--- src/inc/cmp_regs_pkg.sv ---
// Constants for the two-comparator control register bank
// How it works
// - Control register: enable, output, rise flag, fall flag, hyst+ [3:2], hyst- [1:0].
// - Output state bit is read-only; 1 when positive input exceeds negative.
// - Rise flag sets on rising edge, holds until software writes zero.
// - Fall flag sets on falling edge, holds until software writes zero.
// - Positive hysteresis code goes to the analog core: off, 5, 10, 20 mV.
// - Negative hysteresis code goes to the analog core with the same codes.
// - Mode register bit 5 enables rising-edge interrupts.
// - Mode register bit 4 enables falling-edge interrupts.
// - Two-bit response mode goes to the core; resets to 10.
// - Mode register bits 7:6 and 3:2 read zero, writes ignored.
// - Comparator one control decodes at 0x9D on page 0x00.
// - Comparator one mode decodes at 0x9E on page 0x00.
// - Comparator two control decodes at 0x9A only on page 0x10.
// - Output transitions set the matching rise or fall flag.
// - Disabled comparator drives routed output low and powers down.
package cmp_regs_pkg;
  localparam logic [7:0] ADDR_ONE_CONTROL = 8'h9D;
  localparam logic [7:0] ADDR_ONE_MODE = 8'h9E;
  localparam logic [7:0] ADDR_TWO_CONTROL = 8'h9A;
  localparam logic [7:0] PAGE_ONE = 8'h00;
  localparam logic [7:0] PAGE_TWO = 8'h10;
  localparam int BIT_ENABLE = 7;
  localparam int BIT_OUTPUT = 6;
  localparam int BIT_RISE = 5;
  localparam int BIT_FALL = 4;
  localparam int BIT_RISE_IE = 5;
  localparam int BIT_FALL_IE = 4;
  localparam logic [7:0] RESET_CONTROL = 8'h00;
  localparam logic [7:0] RESET_MODE = 8'h02;
  localparam logic [7:0] MODE_WRITE_MASK = 8'h33;
endpackage : cmp_regs_pkg

--- src/verilog/comparator_ctrl_regs.sv ---
// Control and edge-flag registers for comparators one and two, mode register for comparator one
`timescale 1ns/1ps
module comparator_ctrl_regs (
  input wire logic clock, // 25 MHz system clock
  input wire logic nrst, // Synchronous reset, active low
  input wire logic [7:0] reg_addr, // Register address
  input wire logic [7:0] reg_page, // Current register page
  input wire logic reg_wr, // Write strobe
  input wire logic [7:0] reg_wdata, // Write data
  output logic [7:0] reg_rdata, // Read data, registered
  input wire logic cmp_one_analog, // Raw comparator one level
  input wire logic cmp_two_analog, // Raw comparator two level
  output logic cmp_one_enable, // Comparator one power
  output logic cmp_two_enable, // Comparator two power
  output logic [1:0] cmp_one_pos_hysteresis, // Hysteresis+ code
  output logic [1:0] cmp_one_neg_hysteresis, // Hysteresis- code
  output logic [1:0] cmp_two_pos_hysteresis, // Hysteresis+ code
  output logic [1:0] cmp_two_neg_hysteresis, // Hysteresis- code
  output logic [1:0] cmp_one_response_mode, // Response-time mode
  output logic cmp_one_port_out, // Level for port routing
  output logic cmp_two_port_out, // Level for port routing
  output logic cmp_one_irq, // Interrupt request one
  output logic cmp_two_irq // Interrupt request two
);
  logic [7:0] ctl_one, ctl_two, mode_one;
  logic [7:0] next_ctl_one, next_ctl_two, next_mode_one, next_rdata;
  logic [1:0] sync_one, sync_two, next_sync_one, next_sync_two;
  logic [1:0] next_edge_one, next_edge_two;
  logic [1:0] stage_one, stage_two; // Stage 0 feeds stage 1 only
  logic hit_one_ctl, hit_one_mode, hit_two_ctl;
  logic rise_one, fall_one, rise_two, fall_two;

  // ****************************************
  // Address decode
  // ****************************************
  function automatic logic hit(input logic [7:0] a, input logic [7:0] p,
                               input logic [7:0] ea, input logic [7:0] ep);
    hit = (a == ea) && (p == ep);
  endfunction : hit

  assign hit_one_ctl = hit(reg_addr, reg_page, cmp_regs_pkg::ADDR_ONE_CONTROL,
                           cmp_regs_pkg::PAGE_ONE);
  assign hit_one_mode = hit(reg_addr, reg_page, cmp_regs_pkg::ADDR_ONE_MODE,
                            cmp_regs_pkg::PAGE_ONE);
  assign hit_two_ctl = hit(reg_addr, reg_page, cmp_regs_pkg::ADDR_TWO_CONTROL,
                           cmp_regs_pkg::PAGE_TWO);

  // ****************************************
  // Synchronisers and edge detect
  // ****************************************
  // Disabled comparator is held low, so power-down from a high level looks like one falling edge
  always_comb begin
    next_sync_one = {stage_one[0], cmp_one_analog & ctl_one[7]};
    next_sync_two = {stage_two[0], cmp_two_analog & ctl_two[7]};
    next_edge_one = {sync_one[0], stage_one[1]};
    next_edge_two = {sync_two[0], stage_two[1]};
  end

  always_ff @(posedge clock) begin
    if (!nrst) begin
      stage_one <= 2'h0;
      stage_two <= 2'h0;
      sync_one <= 2'h0;
      sync_two <= 2'h0;
    end else begin
      stage_one <= next_sync_one;
      stage_two <= next_sync_two;
      sync_one <= next_edge_one;
      sync_two <= next_edge_two;
    end
  end

  assign rise_one = sync_one[0] & ~sync_one[1];
  assign fall_one = ~sync_one[0] & sync_one[1];
  assign rise_two = sync_two[0] & ~sync_two[1];
  assign fall_two = ~sync_two[0] & sync_two[1];

  // ****************************************
  // Register next values
  // ****************************************
  function automatic logic [7:0] ctl_next(input logic [7:0] cur,
      input logic wr, input logic [7:0] d, input logic lvl,
      input logic r, input logic f);
    logic [7:0] n;
    n = cur;
    if (wr) begin
      n = d;
    end
    n[cmp_regs_pkg::BIT_OUTPUT] = lvl;
    // Set beats a software clear in the same cycle
    n[cmp_regs_pkg::BIT_RISE] = n[cmp_regs_pkg::BIT_RISE] | r;
    n[cmp_regs_pkg::BIT_FALL] = n[cmp_regs_pkg::BIT_FALL] | f;
    ctl_next = n;
  endfunction : ctl_next

  always_comb begin
    next_ctl_one = ctl_next(ctl_one, reg_wr & hit_one_ctl, reg_wdata,
                            sync_one[0], rise_one, fall_one);
    next_ctl_two = ctl_next(ctl_two, reg_wr & hit_two_ctl, reg_wdata,
                            sync_two[0], rise_two, fall_two);
    next_mode_one = mode_one;
    if (reg_wr && hit_one_mode) begin
      next_mode_one = reg_wdata & cmp_regs_pkg::MODE_WRITE_MASK;
    end
    next_rdata = 8'h00;
    if (hit_one_ctl) begin
      next_rdata = ctl_one;
    end else if (hit_one_mode) begin
      next_rdata = mode_one;
    end else if (hit_two_ctl) begin
      next_rdata = ctl_two;
    end
  end

  always_ff @(posedge clock) begin
    if (!nrst) begin
      ctl_one <= cmp_regs_pkg::RESET_CONTROL;
      ctl_two <= cmp_regs_pkg::RESET_CONTROL;
      mode_one <= cmp_regs_pkg::RESET_MODE;
      reg_rdata <= 8'h00;
    end else begin
      ctl_one <= next_ctl_one;
      ctl_two <= next_ctl_two;
      mode_one <= next_mode_one;
      reg_rdata <= next_rdata;
    end
  end

  // ****************************************
  // Outputs to analog core and interrupt
  // ****************************************
  assign cmp_one_enable = ctl_one[cmp_regs_pkg::BIT_ENABLE];
  assign cmp_two_enable = ctl_two[cmp_regs_pkg::BIT_ENABLE];
  assign cmp_one_pos_hysteresis = ctl_one[3:2];
  assign cmp_one_neg_hysteresis = ctl_one[1:0];
  assign cmp_two_pos_hysteresis = ctl_two[3:2];
  assign cmp_two_neg_hysteresis = ctl_two[1:0];
  assign cmp_one_response_mode = mode_one[1:0];
  assign cmp_one_port_out = ctl_one[cmp_regs_pkg::BIT_OUTPUT];
  assign cmp_two_port_out = ctl_two[cmp_regs_pkg::BIT_OUTPUT];
  // Comparator two mode register lives elsewhere; enables come in as ones
  assign cmp_one_irq = (ctl_one[cmp_regs_pkg::BIT_RISE] &
                        mode_one[cmp_regs_pkg::BIT_RISE_IE]) |
                       (ctl_one[cmp_regs_pkg::BIT_FALL] &
                        mode_one[cmp_regs_pkg::BIT_FALL_IE]);
  assign cmp_two_irq = ctl_two[cmp_regs_pkg::BIT_RISE] |
                       ctl_two[cmp_regs_pkg::BIT_FALL];
endmodule : comparator_ctrl_regs

--- config.mk ---
export PLATFORM = sky130hd
export DESIGN_NAME = comparator_ctrl_regs
export DESIGN_NICKNAME = d
export VERILOG_FILES = /design/src/inc/cmp_regs_pkg.sv /design/src/verilog/comparator_ctrl_regs.sv
export SDC_FILE = /design/constraint.sdc
export NUM_CORES = 1
export LEC_CHECK = 0
export BUFFER_PORTS_ARGS = -buffer_cell sky130_fd_sc_hd__buf_2
export CELL_PAD_IN_SITES_DETAIL_PLACEMENT = 1
export CELL_PAD_IN_SITES_GLOBAL_PLACEMENT = 2
export CORE_MARGIN = 5
export CORE_UTILIZATION = 28
export DETAILED_ROUTE_END_ITERATION = 6
export PLACE_DENSITY = 0.83
export SYNTH_ARGS = -nofsm -noshare
export SYNTH_HDL_FRONTEND = slang
export SYNTH_SLANG_ARGS = --single-unit
export TNS_END_PERCENT = 20
--- constraint.sdc ---
create_clock -name clock -period 2.75 [get_ports clock]
set_clock_uncertainty 0.2 [all_clocks]
set_input_delay 0.55 -clock clock [delete_from_list [all_inputs] [get_ports clock]]
set_output_delay 0.55 -clock clock [all_outputs]
set_load 0.1 [all_outputs]
# Word level (Yosys, flattened, before mapping)
# Index checks and enable logic that the tools add are counted.
word_totals:
  ff_bits: 36
  inputBits: 29
  out_inout_bits: 24
  elab_cells: 44
classes:
  n_eq_ne: 4
  n_mux: 5
  bitwise: 20
  reduce_logical: 5
op_table:
  columns: ["op", "count"]
  rows:
  - ["$eq A8 B8 Y1 const B", 3]
  - ["$mux W8", 3]
  - ["$mux W6", 2]
  - ["$and A1 B1 Y1", 10]
  - ["$eq A8 B5 Y1 const B", 1]
  - ["$logic_not A8 Y1", 1]
  - ["$or A1 B1 Y1", 6]
  - ["$logic_and A1 B1 Y1", 4]
  - ["$not A1 Y1", 4]

# Depth between registers and ports, before layout
depth:
  ltp_word: 5
  mapped_depth: 5
  ltp_nobuf: 4

# Worst setup path after synthesis
# No wires, ideal clock.
synth_timing:
  path_kind: "in2reg"
  start: "in reg_page[5]"
  end: "reg reg_rdata[0]"
  setup_ps: 119
  t_arrival_ps: 1796
  required_time_ps: 2431
  slack_ps: 636
  cell_stages: 4
  path_buffers: 0
  cell_sequence: "or4b_4 nor4_4 nand2_1 o221a_2"
synth_via:
  elab_chain_len: 5
synth_rtl:
  columns: ["element", "line", "source"]
  rows:
  - ["start, declared", "comparator_ctrl_regs.sv:7", "input wire logic [7:0] reg_page,"]
  - ["$eq A8 B5 Y1", "comparator_ctrl_regs.sv:38", "hit = (a == ea) && (p == ep);"]
  - ["$logic_and A1 B1 Y1", "comparator_ctrl_regs.sv:38", null]
  - ["$mux W8", "comparator_ctrl_regs.sv:110", "end else if (hit_two_ctl) begin"]
  - ["$mux W8", "comparator_ctrl_regs.sv:108", "end else if (hit_one_mode) begin"]
  - ["$mux W8 (*)", "comparator_ctrl_regs.sv:106", "if (hit_one_ctl) begin"]
  - ["end signal, assigned", "comparator_ctrl_regs.sv:125", "reg_rdata <= next_rdata;"]
  - ["end, declared", "comparator_ctrl_regs.sv:10", "output logic [7:0] reg_rdata,"]
# Every way passes the cells marked *; elsewhere a longest branch is shown, timed or not.
# A chain may end at the register's enable or synchronous reset.

# Worst setup path in the final report
layout_timing:
  start: "in reg_page[5]"
  end: "reg reg_rdata[1]"
# The elaborated chain is that of the path after synthesis.

==> results.py <==
metrics = {
    "yosys": {
        "yosysSeqAreaShare_pct": 44.5,
        "synth_cells": 175,
        "avgSynthCellArea_um2": 8.74,
        "ys_ff_latch": 34,
        "syn-cell-area_um2": 1530,
        "yosysWarnings": 0,
        "synth_fp_nets": 204,
        "yosysUniqueCellTypes": 26,
    },
    "pwr": {
        "ir_drop_uv": 219,
        "power_density_nw_per_um2": 576,
        "total_power_mw": 1.12,
        "p_leak_nw": 0.807,
    },
    "global_route": {
        "busiest_layer": "met2",
        "grtUsageMet1_pct": 16.5,
        "antenna_found_initial": 0,
        "met2_usage_pct": 22.8,
        "grt_pass1_vias": 1537,
        "grt_start_max_net_pins": 22,
        "grt_usage_pct": 13.5,
        "globalRouteOverflowTotal": 0,
        "grt_use_met3_pct": 3.95,
        "grt_first_pass_wirelength_um": 7610,
    },
    "timing": {
        "fmaxAchievable_mhz": 488,
        "fin_tns_setup_ps": 0,
        "period_needed_ps": 2050,
        "slew_violations": 0,
        "period_share_pct": 74.5,
        "rsz0062_at_grt": "false",
        "finalHoldViolCount": 0,
        "setup_violations": 0,
        "worstMarginPinSlew_ps": 676,
        "slew_headroom_pct": 54.9,
    },
    "clock_network": {
        "cts_resized": 0,
        "cts_setup_buffers": 0,
        "clock-sinks": 34,
        "cts_max_level": 2,
        "cts_tree": "yes",
        "clk-insertion-delay-late_ps": 290,
        "numCtsBuffers": 5,
        "clockBufferDepth": 2,
        "cts-root-buf": "clkbuf_8",
        "hold_buffers": 0,
        "path_clk_slew_ps": 70,
    },
    "setup_path": {
        "critical_path_class": "in -> reg",
        "crit_required_ps": 2730,
        "timing.critical_path.from": "reg_page[5]",
        "worstPathMaxFanout": 4,
        "arrival_ps": 2020,
        "r2r_slack_ps": 1710,
        "crit_path_end_kind": "flip-flop",
        "start_kind": "primary input",
        "r2r_start": "ctl_two[1]$_SDFFE_PN0P_",
    },
    "finish": {
        "fin_util_pct": 36.1,
        "final_common_cell": "buf_2",
        "fillCellCount": 674,
        "final_cell_mix": "buf_2, dfxtp_1, nand3_1, a21oi_1, o21ai_0",
        "layout-drive-gt1-share_pct": 34.7,
        "nets": 250,
        "insertedDiodeCount": 0,
        "area_growth_pct": 27.5,
    },
    "routing": {
        "drtAntennaViolNets": 0,
        "drtPass1Iterations": 4,
        "first_iter_violations": 75,
        "routed_wl_um": 4570,
        "wl_per_cell_um": 15.6,
        "vias_per_cell": 4.94,
        "drcViolationCount": 0,
        "routed-via-count": 1453,
    },
    "floorplan": {
        "die_w_um": 83.9,
        "rows": 27,
        "core_um2": 5410,
        "num_io_pins": 53,
        "die_h_um": 83.9,
        "dieArea_um2": 7040,
        "initial_core_util_pct": 28.3,
    },
    "hold_path": {
        "worstHoldPathType": "reg -> reg",
        "hold_start": "stage_one[0]$_SDFF_PN0_",
    },
    "place": {
        "port-buffer-count": 51,
        "hpwl_um": 3460,
        "gp_congestion": 0.724,
    },
    "run_status": {
        "status": "completed",
    },
    "run": {
        "drv_cap": 0,
    },
}
[per-stage QoR]
step                      hold WS, ps  setup WS, ps  instances  cell area, um2
after CTS                         242           697        294            1950
final                             237           703        294            1950
after global routing              253           522        294            1950
after floorplan                   212           636        175            1530
after detailed placement          225           389        286            1810
after global placement            214           413        286            1810
[flip-flops by register name, summed over array words and instances (netlist names)]
| signal | cells |
|---|---|
| ctl_one | 7 |
| mode_one | 4 |
| reg_rdata | 8 |
| stage_one | 2 |
| ctl_two | 7 |
| sync_one | 2 |
| stage_two | 2 |
| sync_two | 2 |
[worst max-delay path: stages]
cell	delay (ps)
buf_2	100
or4b_4	560
nor4_4	310
nand2_1	180
o221a_2	330
[area by class of cell]
| class | count | area (um2) | area share [%] |
|---|---|---|---|
| clock inverters | 2 | 60.1 | 3.08 |
| flip-flops and latches | 34 | 681 | 34.9 |
| inverters | 1 | 3.75 | 0.192 |
| well taps | 72 | 90.1 | 4.62 |
| multi-input cells | 120 | 718 | 36.8 |
| repair buffers | 59 | 315 | 16.2 |
| clock buffers | 6 | 82.6 | 4.23 |
[cell families (layout without fill, tap and decap cells)]
family	count (synthesis)	count (layout)	share of synthesized area (%)
AOI/OAI and AO/OA	49	49	18.3
buffers and inverters	21	68	8.59
DFF	34	34	44.5
and+or+nand+nor	71	71	28.6
[synthesized netlist by cell type (all sizes together)]
cell	n	share of area (%)
a22o	1	0.57
dfxtp	34	44
clkbuf	5	1.2
and3	8	3.3
o21ai	18	5.9
nor3b	2	0.98
nand2b	5	2.0
nor3	2	0.65
o221a	4	2.9
nor4b	3	1.7
nand4	6	2.5
buf	15	7.1
a21oi	21	6.9
and2	6	2.5
nand3	23	7.5
a31oi	5	2.0
nor2	1	0.25
nand2	7	1.7
or2	1	0.41
inv	1	0.25
or4b	2	1.8
or3b	2	1.1
nor2b	2	0.82
nor4	1	1.4
[routing by layer]
| metal | wire, um | share of wire (%) |
|---|---|---|
| met2 | 2190 | 48 |
| met5 | 0 | 0 |
| met3 | 249 | 5.4 |
| met4 | 60 | 1.3 |
| met1 | 2080 | 45 |
[path summary, 6_finish.rpt]
check	endpoint	cells past startpoint
min	stage_one[1]$_SDFF_PN0_	1
max reg2reg	reg_rdata[1]$_SDFF_PN0_	2
min reg2reg	stage_one[1]$_SDFF_PN0_	1
max	reg_rdata[1]$_SDFF_PN0_	5
[report_power, final]
group          switching [mW]  internal, mW
clock network           0.187         0.387
registers          0.00000186         0.492
logic                  0.0335        0.0236
total                   0.221         0.902
(Power assumes the default switching activity.)
